$ cat src/pih_defs.vh
// Purpose: Shared constants for the programmable interrupt host interface
// Assumes: Included by bare name from the top-level design file only
// Notes: Definitions only; bit positions refer to the 8-bit command byte

`ifndef PIH_DEFS_VH
`define PIH_DEFS_VH

// ***************************************************************
// Command byte field positions
// ***************************************************************
`define PIH_INIT_FLAG_BIT 4
`define PIH_INIT_LEVEL_BIT 3
`define PIH_INIT_SINGLE_BIT 1
`define PIH_INIT_NEED4_BIT 0
`define PIH_OPT_BUFFERED_BIT 3
`define PIH_OPT_BUFMASTER_BIT 2
`define PIH_OPT_AUTOEND_BIT 1
`define PIH_OP_SELECT_BIT 3
`define PIH_OP_END_BIT 5
`define PIH_OP_SPECIFIC_BIT 6
`define PIH_OP_POLL_BIT 2
`define PIH_OP_READSEL_BIT 1
`define PIH_OP_READISR_BIT 0

// ***************************************************************
// Reset and initial values
// ***************************************************************
`define PIH_MASK_RESET 8'hFF
`define PIH_MASK_INIT 8'h00
`define PIH_BASE_RESET 5'h00
`define PIH_CASCADE_RESET 8'h00
`define PIH_SPURIOUS_LEVEL 3'h7
`define PIH_DATA_RESET 8'h00
`define PIH_ID_RESET 3'h0

`endif

$ cat src/pih_req_sync.v
// Purpose: Two-stage synchroniser for the asynchronous request lines
// Assumes: One clock; request sources are not related to it
// Notes: Only the second stage leaves this module

`timescale 1ns/1ps
`default_nettype none

module pih_req_sync #(
    parameter WIDTH = 8
) (
    input wire clock_in,
    input wire reset_n_in,
    input wire [WIDTH-1:0] async_in,
    output reg [WIDTH-1:0] sync_out
);

    // ***************************************************************
    // Synchroniser stages
    // ***************************************************************
    reg [WIDTH-1:0] meta;

    // First stage feeds only the second; nothing else may look at it
    always @(posedge clock_in) begin
        if (!reset_n_in) begin
            meta <= {WIDTH{1'b0}};
            sync_out <= {WIDTH{1'b0}};
        end else begin
            meta <= async_in;
            sync_out <= meta;
        end
    end

endmodule

`default_nettype wire

$ cat src/pih_top.v
// Purpose: Eight-level programmable interrupt controller, host pin side
// Assumes: Host pins are synchronous to clock_in; strobes one cycle long
// Notes: Two-pulse acknowledge; fixed priority, level 0 highest
//
// The strobed register port and the placing of the registers are this design's own decisions.

`timescale 1ns/1ps
`default_nettype none

`include "pih_defs.vh"

// Function
// - Word select picks command word and status
// - Register access only while device selected
// - Acknowledge pulses work without device select
// - Acknowledge pulses put vector on data bus
// - Selected write strobe accepts command word
// - Selected read strobe drives status out
// - Level mode: high level means pending
// - Master drives cascade out, slave reads in
// - Cascade drive flag low only when valid
// - Buffered mode steers transceivers via buffer control
// - Unbuffered: strap high master, low slave
// - Buffer drive flag low only when valid
// - Data valid high only with valid data
// - Interrupt output high on valid request
// - Eight request levels with fixed priorities
// - Cascade one master with slaves, 64 levels
// - Each request maskable; masked never interrupts
// - Interrupt only above in-service priority
module pih_top (
    input wire clock_in,
    input wire reset_n_in,
    input wire word_select_in,
    input wire device_select_low_in,
    input wire write_strobe_low_in,
    input wire read_strobe_low_in,
    input wire [7:0] data_in_bus_in,
    input wire acknowledge_pulse_low_in,
    input wire [7:0] request_lines_in,
    input wire [2:0] cascade_id_in,
    input wire master_strap_in,
    output reg [7:0] data_out_bus_out,
    output reg data_out_valid_out,
    output reg interrupt_out,
    output reg [2:0] cascade_id_out,
    output reg cascade_out_drive_low_out,
    output reg buffer_ctrl_out,
    output reg buffer_ctrl_drive_low_out
);

    // ***************************************************************
    // Initialisation sequence states
    // ***************************************************************
    localparam [1:0] ST_BASE = 2'h0;
    localparam [1:0] ST_CASCADE = 2'h1;
    localparam [1:0] ST_OPTIONS = 2'h2;
    localparam [1:0] ST_READY = 2'h3;

    // ***************************************************************
    // Declarations
    // ***************************************************************
    wire [7:0] req_sync;
    wire [7:0] irr;
    wire [7:0] edge_clear;
    reg [7:0] isr;
    reg [7:0] next_isr;
    reg [7:0] imr;
    reg [4:0] vec_base;
    reg [7:0] cascade_cfg;
    reg [1:0] init_state;
    reg level_mode;
    reg single_mode;
    reg need_options;
    reg auto_end;
    reg buffered;
    reg buf_master;
    reg read_isr;
    reg poll_armed;
    reg strap;
    reg ack_prev;
    reg ack_phase;
    reg ack_hit;
    reg ack_cascaded;
    reg [2:0] ack_level;
    reg [7:0] next_data;
    reg next_valid;

    // ***************************************************************
    // Request synchronisers
    // ***************************************************************
    // Keeps metastability away from edge detection and priority
    pih_req_sync #(
        .WIDTH(8)
    ) u_req_sync (
        .clock_in(clock_in),
        .reset_n_in(reset_n_in),
        .async_in(request_lines_in),
        .sync_out(req_sync)
    );

    // ***************************************************************
    // Host port decode
    // ***************************************************************
    // Every access is gated by device select; acknowledge is not
    wire wr_take = ~device_select_low_in & ~write_strobe_low_in;
    wire rd_take = ~device_select_low_in & ~read_strobe_low_in & write_strobe_low_in;
    wire init_wr = wr_take & ~word_select_in & data_in_bus_in[`PIH_INIT_FLAG_BIT];
    wire ready = (init_state == ST_READY);
    wire op_wr = wr_take & ~word_select_in & ~data_in_bus_in[`PIH_INIT_FLAG_BIT] & ready;
    wire sel_wr = op_wr & data_in_bus_in[`PIH_OP_SELECT_BIT];
    wire end_wr = op_wr & ~data_in_bus_in[`PIH_OP_SELECT_BIT] & data_in_bus_in[`PIH_OP_END_BIT];
    wire ack_edge = ack_prev & ~acknowledge_pulse_low_in;
    wire ack_first = ack_edge & ~ack_phase;
    wire ack_second = ack_edge & ack_phase;

    // Role comes from the strap unless buffered mode borrows that pin
    wire is_master = buffered ? buf_master : strap;
    wire own_bus = single_mode | is_master;
    wire id_match = (cascade_id_in == cascade_cfg[2:0]);

    // ***************************************************************
    // Priority resolution
    // ***************************************************************
    // Returns {found, index} of the lowest set bit (highest priority)
    function [3:0] first_set;
        input [7:0] v;
        integer k;
        begin
            first_set = 4'h0;
            for (k = 7; k >= 0; k = k - 1) begin
                if (v[k]) begin
                    first_set = {1'b1, k[2:0]};
                end
            end
        end
    endfunction

    wire [7:0] pend = irr & ~imr;
    wire [3:0] pend_first = first_set(pend);
    wire [3:0] isr_first = first_set(isr);
    // New request must beat whatever is being serviced
    wire req_wins = pend_first[3] & (~isr_first[3] | (pend_first[2:0] < isr_first[2:0]));

    // Master and single parts commit at the first pulse; a slave waits
    // for the second, when the master's cascade code has settled
    wire poll_take = rd_take & poll_armed;
    wire commit_set = (ack_first & own_bus & req_wins)
                      | (ack_second & ~own_bus & ack_hit & id_match)
                      | (poll_take & req_wins);
    wire [2:0] commit_level = (ack_second & ~own_bus) ? ack_level : pend_first[2:0];

    // ***************************************************************
    // Per-level request capture
    // ***************************************************************
    genvar i;
    generate
        for (i = 0; i < 8; i = i + 1) begin : g_req
            reg prev;
            reg seen;
            assign edge_clear[i] = commit_set & (commit_level == i);
            // A rise in the clearing cycle is kept, not lost
            always @(posedge clock_in) begin
                if (!reset_n_in) begin
                    prev <= 1'b0;
                    seen <= 1'b0;
                end else begin
                    prev <= req_sync[i];
                    if (init_wr) begin
                        seen <= 1'b0;
                    end else if (req_sync[i] & ~prev) begin
                        seen <= 1'b1;
                    end else if (edge_clear[i] | ~req_sync[i]) begin
                        seen <= 1'b0;
                    end
                end
            end
            // Edge mode also needs the line still high
            assign irr[i] = level_mode ? req_sync[i] : (seen & req_sync[i]);
        end
    endgenerate

    // ***************************************************************
    // Configuration and initialisation sequence
    // ***************************************************************
    always @(posedge clock_in) begin
        if (!reset_n_in) begin
            init_state <= ST_READY;
            level_mode <= 1'b0;
            single_mode <= 1'b1;
            need_options <= 1'b0;
            auto_end <= 1'b0;
            buffered <= 1'b0;
            buf_master <= 1'b0;
            vec_base <= `PIH_BASE_RESET;
            cascade_cfg <= `PIH_CASCADE_RESET;
            imr <= `PIH_MASK_RESET;
            read_isr <= 1'b0;
            poll_armed <= 1'b0;
        end else if (init_wr) begin
            // Start of initialisation wipes mask and options
            init_state <= ST_BASE;
            level_mode <= data_in_bus_in[`PIH_INIT_LEVEL_BIT];
            single_mode <= data_in_bus_in[`PIH_INIT_SINGLE_BIT];
            need_options <= data_in_bus_in[`PIH_INIT_NEED4_BIT];
            auto_end <= 1'b0;
            buffered <= 1'b0;
            buf_master <= 1'b0;
            imr <= `PIH_MASK_INIT;
            read_isr <= 1'b0;
            poll_armed <= 1'b0;
        end else if (wr_take & word_select_in) begin
            // Word select high steps the sequence or loads the mask
            case (init_state)
                ST_BASE: begin
                    vec_base <= data_in_bus_in[7:3];
                    if (!single_mode) begin
                        init_state <= ST_CASCADE;
                    end else if (need_options) begin
                        init_state <= ST_OPTIONS;
                    end else begin
                        init_state <= ST_READY;
                    end
                end
                ST_CASCADE: begin
                    // Master: slave map; slave: own code in low bits
                    cascade_cfg <= data_in_bus_in;
                    init_state <= need_options ? ST_OPTIONS : ST_READY;
                end
                ST_OPTIONS: begin
                    buffered <= data_in_bus_in[`PIH_OPT_BUFFERED_BIT];
                    buf_master <= data_in_bus_in[`PIH_OPT_BUFMASTER_BIT];
                    auto_end <= data_in_bus_in[`PIH_OPT_AUTOEND_BIT];
                    init_state <= ST_READY;
                end
                ST_READY: begin
                    imr <= data_in_bus_in;
                end
                default: begin
                    init_state <= ST_READY;
                end
            endcase
        end else if (sel_wr) begin
            if (data_in_bus_in[`PIH_OP_READSEL_BIT]) begin
                read_isr <= data_in_bus_in[`PIH_OP_READISR_BIT];
            end
            poll_armed <= data_in_bus_in[`PIH_OP_POLL_BIT];
        end else if (rd_take) begin
            // A poll lasts for exactly one following read
            poll_armed <= 1'b0;
        end
    end

    // ***************************************************************
    // In-service register
    // ***************************************************************
    // End command clears first so a same-cycle acknowledge still sets
    always @* begin
        next_isr = isr;
        if (end_wr) begin
            if (data_in_bus_in[`PIH_OP_SPECIFIC_BIT]) begin
                next_isr[data_in_bus_in[2:0]] = 1'b0;
            end else if (isr_first[3]) begin
                next_isr[isr_first[2:0]] = 1'b0;
            end
        end
        if (commit_set) begin
            next_isr[commit_level] = 1'b1;
        end
        if (auto_end & ack_second) begin
            next_isr[ack_level] = 1'b0;
        end
    end

    always @(posedge clock_in) begin
        if (!reset_n_in) begin
            isr <= 8'h00;
        end else if (init_wr) begin
            isr <= 8'h00;
        end else begin
            isr <= next_isr;
        end
    end

    // ***************************************************************
    // Acknowledge sequence and cascade bus
    // ***************************************************************
    always @(posedge clock_in) begin
        if (!reset_n_in) begin
            ack_prev <= 1'b1;
            ack_phase <= 1'b0;
            ack_hit <= 1'b0;
            ack_cascaded <= 1'b0;
            ack_level <= `PIH_SPURIOUS_LEVEL;
            strap <= 1'b1;
            cascade_id_out <= `PIH_ID_RESET;
            cascade_out_drive_low_out <= 1'b1;
        end else begin
            ack_prev <= acknowledge_pulse_low_in;
            strap <= master_strap_in;
            if (ack_first) begin
                // Independent of device select
                ack_phase <= 1'b1;
                if (own_bus) begin
                    ack_hit <= req_wins;
                    ack_level <= req_wins ? pend_first[2:0] : `PIH_SPURIOUS_LEVEL;
                    ack_cascaded <= is_master & ~single_mode & req_wins
                                    & cascade_cfg[pend_first[2:0]];
                    if (is_master & ~single_mode & req_wins & cascade_cfg[pend_first[2:0]]) begin
                        cascade_id_out <= pend_first[2:0];
                        cascade_out_drive_low_out <= 1'b0;
                    end
                end else begin
                    // Slave keeps its choice until the code arrives
                    ack_hit <= req_wins;
                    ack_level <= req_wins ? pend_first[2:0] : `PIH_SPURIOUS_LEVEL;
                    ack_cascaded <= 1'b0;
                end
            end else if (ack_second) begin
                ack_phase <= 1'b0;
                ack_cascaded <= 1'b0;
                cascade_id_out <= `PIH_ID_RESET;
                cascade_out_drive_low_out <= 1'b1;
            end
        end
    end

    // ***************************************************************
    // Output data bus
    // ***************************************************************
    // Reads win over an acknowledge in the same cycle
    always @* begin
        next_data = `PIH_DATA_RESET;
        next_valid = 1'b0;
        if (poll_take) begin
            next_data = {req_wins, 4'h0, pend_first[2:0]};
            next_valid = 1'b1;
        end else if (rd_take) begin
            if (word_select_in) begin
                next_data = imr;
            end else begin
                next_data = read_isr ? isr : irr;
            end
            next_valid = 1'b1;
        end else if (ack_second & ~ack_cascaded & (own_bus | id_match)) begin
            // Cascaded master stays off; the addressed slave answers
            next_data = {vec_base, ack_level};
            next_valid = write_strobe_low_in;
        end
    end

    always @(posedge clock_in) begin
        if (!reset_n_in) begin
            data_out_bus_out <= `PIH_DATA_RESET;
            data_out_valid_out <= 1'b0;
            buffer_ctrl_out <= 1'b1;
            buffer_ctrl_drive_low_out <= 1'b1;
            interrupt_out <= 1'b0;
        end else begin
            data_out_bus_out <= next_data;
            data_out_valid_out <= next_valid;
            // Low opens the transceivers toward the host while driving
            buffer_ctrl_out <= ~next_valid;
            buffer_ctrl_drive_low_out <= ~buffered;
            interrupt_out <= req_wins;
        end
    end

endmodule

`default_nettype wire

$ cat config.mk
export PLATFORM = sky130hd
export DESIGN_NAME = pih_top
export DESIGN_NICKNAME = d
export VERILOG_FILES = /design/src/pih_req_sync.v /design/src/pih_top.v
export VERILOG_INCLUDE_DIRS = /design/src
export SDC_FILE = /design/constraint.sdc
export NUM_CORES = 1
export LEC_CHECK = 0
export BUFFER_PORTS_ARGS = -buffer_cell sky130_fd_sc_hd__buf_4
export CAP_MARGIN = 10
export CORE_ASPECT_RATIO = 2
export CORE_MARGIN = 2
export CORE_UTILIZATION = 30
export DETAILED_ROUTE_END_ITERATION = 8
export SYNTH_ARGS = -nofsm -noshare
export SYNTH_HDL_FRONTEND = slang
export SYNTH_SLANG_ARGS = --single-unit
export TNS_END_PERCENT = 10
$ cat constraint.sdc
create_clock -name clock_in -period 4.1 [get_ports clock_in]
set_input_delay 0.205 -clock clock_in [delete_from_list [all_inputs] [get_ports clock_in]]
set_output_delay 0.205 -clock clock_in [all_outputs]
set_load 0.1 [all_outputs]
* Yosys cells after proc, flatten, opt, wreduce, memory -nomap -nowiden *
Index checks and enable logic that the tools add are counted.

word-level totals
  bits of input ports = 27
  bits in registers = 95

operators by class
  bitwise gates (word level) = 107
  eq/ne operators = 13
  muxes and demuxes = 88
  reduce and logical (&&, ||, !) cells = 29
  order comparisons = 10

operators by type and width
  cell                count
  $mux 8              13
  $mux 4              16
  $and 1x1->1         52
  $mux 1              44
  $not 1->1           33
  $and 8x8->8         4
  $not 8->8           4
  $reduce_bool 2->1   12
  $lt 3x4->1 const B  5
  $mux 3              6
  $or 1x1->1          13
  $demux 1 s3         4
  $eq 3x3->1 const B  4
  $ge 3x1->1 const B  4
  $reduce_and 3->1    4
  $or 8x8->8          1
  $reduce_and 2->1    4
  $eq 3x2->1 const B  2
  $mux 2              3
  $pmux 2 s3          1
  $eq 2x2->1 const B  2
  $logic_and 1x1->1   4
  $ne 2x1->1 const B  2
  $reduce_bool 4->1   1
  8 further kinds     9

* Longest topological paths before layout *
Gate-level depths: netlist of the first run.

  depth in word-level cells = 21
  mapped depth = 16
  mapped depth without buffers = 13

* Hierarchy *
A second synthesis of the first run with hierarchy kept.

unflattened totals
  cells, all modules = 512
  area, all modules = 4,364.2 um^2

by module, submodules not included
  module        times used  cells each  area an instance (um^2)
  pih_top       1           479         3,917.5
  pih_req_sync  1           33          446.7

* Worst setup path after synthesis of the first run *
OpenSTA, ideal clock, no wires.

  path type = register to register
  start = reg level_mode
  end = reg isr[2]
  arrival = 2.940 ns
  stages on the path, launching flop included = 15
  clock period less this slack = 3.020 ns
  required time = 4.020 ns
  slack = 1.080 ns
  buffers on the path = 3
  path through = dfxtp_1 > buf_6 > o21ai_1 > o22ai_2 > nor2_1 > or3_1 > buf_2 > inv_1 > ha_1 > a2111oi_4 > a21o_2 > a21oi_2 > buf_4 > o31a_1 > a211oi_2

between the ends
  word-level cells in the longest chain between the ends = 19
  elaborated cells between the ends (all ways) = 34

RTL lines
  element                                                                 RTL line                      RTL
  start, declared                                                         pih_top.v:72                  reg level_mode;
  start signal, assigned                                                  pih_top.v:203                 level_mode <= data_in_bus_in[`PIH_INIT_LEVEL_BIT];
  $mux 1                                                                  pih_top.v:179                 assign irr[i] = level_mode ? req_sync[i] : (seen & req_sync[i]);
  $and 8x8->8 *                                                           pih_top.v:139                 wire [7:0] pend = irr & ~imr;
  $mux 4 (7 in series)                                                    pih_top.v:132                 if (v[k]) begin
  $mux 4 *                                                                pih_top.v:132
  $mux 3 or $lt 3x3->1 (tied branches)                                    pih_top.v:151, pih_top.v:143
  $lt 3x4->1 (implied by the code) (tied with other cells)                pih_top.v:268                 next_isr[commit_level] = 1'b1;
  $logic_and 1x1->1 (implied by the code) or $and 1x1->1 (tied branches)  pih_top.v:268, pih_top.v:143
  $mux 1 (implied by the code) or $and 1x1->1 (tied branches)             pih_top.v:268, pih_top.v:148
  $demux 1 s3 or $or 1x1->1 (tied branches)                               pih_top.v:268, pih_top.v:149
  $or 8x8->8 (no line) or $or 1x1->1 (tied branches)                      n/a
  $mux 8 *                                                                pih_top.v:267                 if (commit_set) begin
  $and 8x8->8 (no line)                                                   n/a
  $mux 8 *                                                                pih_top.v:270                 if (auto_end & ack_second) begin
  end signal, assigned                                                    pih_top.v:281                 isr <= next_isr;
  end, declared                                                           pih_top.v:66                  reg [7:0] isr;

Mark *: on every way between the ends. The rest lies on a longest branch, timed or not.
A chain may end at the register's enable or synchronous reset.

* Final worst setup path of the first run *
  start = reg level_mode
  end = reg isr[7]

Same word-level chain as after synthesis.

==> flow_metrics.env, run 1 <==
export IMPL_dr_pass1_iters=5
export IMPL_synth_edf_count=0
export IMPL_globalplace_congestion=0.952
export IMPL_areaGrowthSynthToFinish_pct=16.9
export IMPL_numPortBuffers=42
export IMPL_ys_top_cells_by_area="dfxtp_1, nand2_1, a21oi_1"
export IMPL_maxCapViolCount=0
export IMPL_status="complete, no violations"
export IMPL_coreArea_um2=14400
export IMPL_final_min_clock_period_ns=3.65
export IMPL_worstPathMaxFanout=14
export IMPL_grt_first_pass_wirelength_mm=22.4
export IMPL_dieWidth_um=89.9
export IMPL_worstMarginPinSlew_ns=0.943
export IMPL_n_antenna_cell=0
export IMPL_ys_warn_count=0
export IMPL_ys_top_cells_by_count="dfxtp_1, nand2_1, nor2_1, a21oi_1, and2_1"
export IMPL_wl_met1_mm=5.09
export IMPL_clk_latency_ns=0.35
export IMPL_antenna_found_initial=0
export IMPL_route_met2_wl_mm=8.20
export IMPL_grtUsageTotal_pct=18.7
export IMPL_dp_hpwl_mm=11.3
export IMPL_cts_hold_fix_buffers=0
export IMPL_swShare_pct=24.9
export IMPL_clk_pin_slew_worst_paths_ns=0.07
export IMPL_path_class="flip-flop to flip-flop"
export IMPL_numCtsBuffers=9
export IMPL_place_area_um2=4890
export IMPL_yosysMostFrequentCell="dfxtp_1"
export IMPL_p_leak_nw=1.94
export IMPL_drt_iter0_drc=267
export IMPL_fin_crit_sh_pct=89.1
export IMPL_grt_max_degree=40
export IMPL_clockRootBuffer="clkbuf_16"
export IMPL_setup_violations=0
export IMPL_grt_pass1_vias=4022
export IMPL_stdcell_area_um2=5180
export IMPL_ctsResizeCount=0
export IMPL_slew_violations=0
export IMPL_cts_buffer_depth=2
export IMPL_cts_sinks=95
export IMPL_hold_class="input port to flip-flop"
export IMPL_synthCells=518
export IMPL_yosysTopAreaCell="dfxtp_1"
export IMPL_skew_ns=0.0105
export IMPL_p_sw_mw=0.490
export IMPL_drive_gt1_share_pct=14.5
export IMPL_dr_wl_met3_um=404
export IMPL_cts_tree="yes"
export IMPL_synth_cell_area_um2=4430
export IMPL_clkPwrFrac_pct=42.3
export IMPL_startpoint_type="flip-flop"
export IMPL_viasPerCell=5.32
export IMPL_ant_nets=0
export IMPL_grt_overflow=0
export IMPL_synthArstFlopShare_pct=0
export IMPL_timing_final_hold_violations=0
export IMPL_ys_seq_elements=95
export IMPL_die_h_um=176
export IMPL_rsz0062_at_grt="false"
export IMPL_pwr_share_seq_pct=49.5
export IMPL_wl_mm=14.5
export IMPL_avgRoutedWirePerCell_um=19.6
export IMPL_synth_top_area_share_pct=42.9
export IMPL_synth_area_per_cell_um2=8.55
export IMPL_critPathArrivalTime_ns=3.91
export IMPL_topRoutingLayerUsed="met4"
export IMPL_fin_nets=579
export IMPL_start_util_pct=30.7
export IMPL_ys_flop_type="dfxtp_1"
export IMPL_p_int_mw=1.48
export IMPL_postCtsSetupRepairBufs=0
export IMPL_power_density_nw_per_um2=380
export IMPL_p_comb_share_pct=8.2
export IMPL_synth_distinct_cells=64
export IMPL_timing_max_slew_rel_slack_pct=37.1
export IMPL_worst_setup_path_end_kind="flip-flop"
export IMPL_max_freq_ghz=0.274
export IMPL_ir_drop_uv=194
export IMPL_syn_nets=551
export IMPL_drc_errors=0
export IMPL_setup_tns_ns=0
export IMPL_num_rows=62
export IMPL_htreeDepth=3
export IMPL_yosysSeqAreaShare_pct=42.9
export IMPL_vias=3955
export IMPL_ios=43
export IMPL_crit_required_ns=4.36
export IMPL_die_area_um2=15800
## logic make-up after synthesis
logic type / after synthesis / share of synthesized area (%)
xor gates and xnor gates: 3 / 0.593
buffers and inverters: 41 / 3.76
AOI/OAI and AO/OA: 153 / 25.2
and+or+nand+nor: 207 / 22.9
adders and majority gates: 6 / 1.69
muxes: 13 / 2.94
DFF: 95 / 42.9
## power groups by stage
stage / Clock [mW] / Combinational, mW / Sequential (mW)
detailed placement: 0 / 0.162 / 0.994
floorplan: 0 / 0.0846 / 1.00
global placement: 0 / 0.160 / 0.994
CTS: 0.857 / 0.162 / 0.973
finish: 0.833 / 0.162 / 0.974
global route: 0.889 / 0.176 / 0.975
## placed cells by master, fill, tap and decap left out, types with 9 or more instances in the layout
cell | synthesis | routed
dfxtp_1 | 95 | 95
nand2_1 | 63 | 63
nor2_1 | 52 | 52
buf_4 | 1 | 44
a21oi_1 | 40 | 40
and2_1 | 31 | 31
o21ai_0 | 28 | 28
inv_1 | 14 | 14
nand3_1 | 14 | 14
mux2i_1 | 13 | 13
nor3_1 | 9 | 9
clkbuf_16 | 0 | 9
## worst max-delay path, stage by stage (launching register included)
cell,delay [ns]
dfxtp_1,0.58
o21ai_1,0.17
o22ai_2,0.26
nor2_1,0.09
or3_1,0.52
inv_1,0.18
ha_1,0.29
a2111oi_4,0.39
a21o_2,0.25
a21oi_2,0.17
or3_1,0.42
a221oi_2,0.24
## flip-flops by register name, summed over array words and instances, names as in the netlist, 2 cells and up
| name | count |
|---|---|
| g_req.seen | 8 |
| u_req_sync.meta | 8 |
| data_out_bus_out | 8 |
| isr | 8 |
| u_req_sync.sync_out | 8 |
| g_req.prev | 8 |
| vec_base | 5 |
| imr | 8 |
| init_state | 2 |
| ack_level | 3 |
| cascade_cfg | 8 |
| cascade_id_out | 3 |
## layer usage
| layer | global-route usage, % | vias to the layer above |
|---|---|---|
| met4 | 11.9 | 0 |
| met3 | 2.83 | 43 |
| li1 | - | 1918 |
| met1 | 17.6 | 1892 |
| met5 | 0 | - |
| met2 | 36.9 | 102 |
## final timing paths
path                             from                    endpoint  slack (ns)  depth (start not counted)
max reg2reg   level_mode$_SDFFE_PN0P_           isr[7]$_SDFF_PP0_        0.45                         11
max           level_mode$_SDFFE_PN0P_           isr[7]$_SDFF_PP0_        0.45                         11
min                   master_strap_in            strap$_SDFF_PN1_        0.05                          2
min reg2reg  g_req[7].prev$_SDFF_PN0_  g_req[7].seen$_SDFFE_PP0P_        0.40                          1
## per-stage QoR
step	power, mW	hold slack (ns)	cells	setup WS [ns]	util (%)
2_1_floorplan	1.09	0.306	518	1.08	-
3_3_place_gp	1.15	0.382	727	0.626	33.9
3_5_place_dp	1.16	0.394	727	0.498	33.9
4_1_cts	1.99	0.0369	743	0.473	35.9
5_1_grt	2.04	0.0552	743	0.219	35.9
6_report	1.97	0.0450	743	0.448	35.9
## final cells by class
type	instances	area (µm²)
clock buffers	11	233
fillers	1562	9250
inverters	14	52.6
clock inverters	5	57.6
multi-input cells	382	2360
repair buffers	44	330
well taps	192	240
flip-flops and latches	95	1900
(Power assumes the default switching activity.)
==> run 2, diff against run 1 <==
--- a/config.mk
+++ b/config.mk
@@ -6,12 +6,14 @@
 export SDC_FILE = /design/constraint.sdc
 export NUM_CORES = 1
 export LEC_CHECK = 0
+export ABC_AREA = 1
 export BUFFER_PORTS_ARGS = -buffer_cell sky130_fd_sc_hd__buf_4
 export CAP_MARGIN = 10
 export CORE_ASPECT_RATIO = 2
 export CORE_MARGIN = 2
 export CORE_UTILIZATION = 30
 export DETAILED_ROUTE_END_ITERATION = 8
+export SLEW_MARGIN = 20
 export SYNTH_ARGS = -nofsm -noshare
 export SYNTH_HDL_FRONTEND = slang
 export SYNTH_SLANG_ARGS = --single-unit
==> flow_metrics.env, run 2 <==
export IMPL_yosysSeqAreaShare_pct=43.0
export IMPL_clk_pin_slew_worst_paths_ns=0.07
export IMPL_p_total_mw=2.13
export IMPL_htreeDepth=3
export IMPL_reg2reg_slack_ns=1.53
export IMPL_clk_latency_ns=0.36
export IMPL_holdCritStartpoint="request_lines_in[1]"
export IMPL_hold_class="input port to flip-flop"
export IMPL_synthArstFlopShare_pct=0
export IMPL_globalplace_congestion=0.904
export IMPL_fin_crit_sh_pct=62.6
export IMPL_timing_final_hold_violations=0
export IMPL_crit_required_ns=4.36
export IMPL_synth_area_per_cell_um2=7.37
export IMPL_dieWidth_um=89.8
export IMPL_synth_edf_count=0
export IMPL_dr_pass1_iters=5
export IMPL_path_class="flip-flop to flip-flop"
export IMPL_grt_overflow=0
export IMPL_p_sw_mw=0.524
export IMPL_hold_slack_ns=0.0296
export IMPL_num_rows=62
export IMPL_ys_top_cells_by_count="nand2_1, dfxtp_1, inv_1, a21oi_1, nand3_1"
export IMPL_synth_cell_area_um2=4420
export IMPL_worstPathMaxFanout=9
export IMPL_fin_nets=671
export IMPL_power_density_nw_per_um2=404
export IMPL_pwr_share_seq_pct=45.2
export IMPL_cts_hold_fix_buffers=0
export IMPL_die_h_um=176
export IMPL_areaGrowthSynthToFinish_pct=19.2
export IMPL_grt_first_pass_wirelength_mm=20.4
export IMPL_viasPerCell=4.85
export IMPL_n_antenna_cell=0
export IMPL_synthCells=600
export IMPL_postCtsSetupRepairBufs=0
export IMPL_yosysMostFrequentCell="nand2_1"
export IMPL_clkPwrFrac_pct=46.5
export IMPL_holdPathStages=3
export IMPL_dp_hpwl_mm=10.2
export IMPL_max_freq_ghz=0.389
export IMPL_cts_buffer_depth=2
export IMPL_worst_setup_path_end_kind="flip-flop"
export IMPL_ant_nets=0
export IMPL_vias=4053
export IMPL_die_area_um2=15800
export IMPL_grt_max_degree=49
export IMPL_numCtsBuffers=9
export IMPL_drive_gt1_share_pct=16.2
export IMPL_ys_warn_count=0
export IMPL_coreArea_um2=14400
export IMPL_wl_mm=13.1
export IMPL_synth_top_area_share_pct=43.0
export IMPL_p_comb_share_pct=8.3
export IMPL_clockRootBuffer="clkbuf_16"
export IMPL_cts_sinks=95
export IMPL_rsz0062_at_grt="false"
export IMPL_setup_violations=0
export IMPL_n_fill_cell=1534
export IMPL_ys_flop_type="dfxtp_1"
export IMPL_numPortBuffers=42
export IMPL_drc_errors=0
export IMPL_slew_violations=0
export IMPL_p_int_mw=1.61
export IMPL_worstMarginPinSlew_ns=0.802
export IMPL_start_util_pct=30.8
export IMPL_worstReg2RegStart="level_mode$_SDFFE_PN0P_"
export IMPL_reg2regPathDepth=14
export IMPL_ir_drop_uv=195
export IMPL_drt_iter0_drc=251
export IMPL_ys_top_cells_by_area="dfxtp_1, nand2_1, inv_1"
export IMPL_swShare_pct=24.6
export IMPL_setup_tns_ns=0
export IMPL_antenna_found_initial=0
export IMPL_mostFrequentLayoutCells="nand2_1, dfxtp_1, inv_1"
export IMPL_whs_endpoint="u_req_sync.meta[1]$_SDFF_PN0_"
export IMPL_critPathArrivalTime_ns=2.82
export IMPL_final_min_clock_period_ns=2.57
export IMPL_grt_pass1_vias=4081
export IMPL_cts_tree="yes"
export IMPL_ys_seq_elements=95
export IMPL_reg2reg_to="isr[0]$_SDFF_PP0_"
export IMPL_startpoint_type="flip-flop"
export IMPL_maxCapViolCount=0
export IMPL_skew_ns=0.00934
export IMPL_mostFrequentLayoutCell="nand2_1"
export IMPL_yosysTopAreaCell="dfxtp_1"
export IMPL_syn_nets=633
export IMPL_synth_distinct_cells=41
export IMPL_timing_max_slew_rel_slack_pct=46.5
export IMPL_ctsResizeCount=0
export IMPL_ios=43
export IMPL_p_leak_nw=2.32
export IMPL_avgRoutedWirePerCell_um=15.7
export IMPL_grtUsageTotal_pct=16.9
export IMPL_status="complete, no violations"
run 2: how the worst max path moves through the flow:
stage                            start                              to  slack [ns]  depth (start not counted)
6_report       level_mode$_SDFFE_PN0P_               isr[0]$_SDFF_PP0_        1.53                         14
5_1_grt        level_mode$_SDFFE_PN0P_  cascade_id_out[2]$_SDFFE_PN0P_        1.34                         15
3_3_place_gp   level_mode$_SDFFE_PN0P_               isr[0]$_SDFF_PP0_        1.61                         12
3_5_place_dp   level_mode$_SDFFE_PN0P_  cascade_id_out[2]$_SDFFE_PN0P_        1.56                         15
2_1_floorplan  level_mode$_SDFFE_PN0P_  cascade_id_out[2]$_SDFFE_PN0P_        1.89                         14
4_1_cts        level_mode$_SDFFE_PN0P_               isr[3]$_SDFF_PP0_        1.55                         14
run 2: kinds of logic after synthesis:
family / Yosys count / share of synthesized area (%)
flip-flops: 95 / 43.0
buffers and inverters: 107 / 9.25
adder cells (fa/ha/maj): 6 / 1.70
AO/OA/AOI/OAI: 132 / 18.8
AND/OR/NAND/NOR: 257 / 26.7
XOR/XNOR: 3 / 0.594
run 2: critical path, stage by stage, from the launching register on:
cell	delay (ns)
dfxtp_1	0.50
nor2_1	0.12
nor3_2	0.15
inv_1	0.06
nand2_1	0.07
nor2_1	0.07
nor3_4	0.29
ha_1	0.31
a21oi_1	0.18
nand2_2	0.09
nand2_4	0.09
nand3_4	0.08
nand3_4	0.17
nand2_2	0.08
a21oi_1	0.21
run 2: per-stage QoR:
stage	setup slack [ns]	instances	utilization [%]	area, µm²
after global placement	1.61	819	34.3	4920
after detailed placement	1.56	819	34.3	4920
final	1.53	835	36.7	5270
after CTS	1.55	835	36.7	5270
after floorplan	1.89	600	-	4420
after global routing	1.34	835	36.7	5270
run 2: power groups by stage:
| stage | Combinational (mW) | Clock, mW | Sequential [mW] |
|---|---|---|---|
| after global placement | 0.176 | 0 | 0.985 |
| after detailed placement | 0.176 | 0 | 0.985 |
| final | 0.177 | 0.990 | 0.964 |
| after CTS | 0.177 | 1.01 | 0.964 |
| after floorplan | 0.0904 | 0 | 1.00 |
| after global routing | 0.193 | 1.04 | 0.966 |
run 2: per-layer routing:
metal,vias up,global-route usage [%],wire length (µm)
met2,121,32.9,7230
met4,0,14.0,964
met3,50,2.57,465
met1,1831,15.0,4450
met5,-,0,0
li1,2051,-,-
run 2: area by class of cell:
| class | instances | area, µm² | share of cell area (%) |
|---|---|---|---|
| clock buffers | 9 | 225 | 4.27 |
| clock inverters | 7 | 126 | 2.40 |
| inverters | 90 | 338 | 6.41 |
| multi-input cells | 398 | 2110 | 40.0 |
| flip-flops and latches | 95 | 1900 | 36.1 |
| well taps | 192 | 240 | 4.56 |
| repair buffers | 44 | 330 | 6.26 |
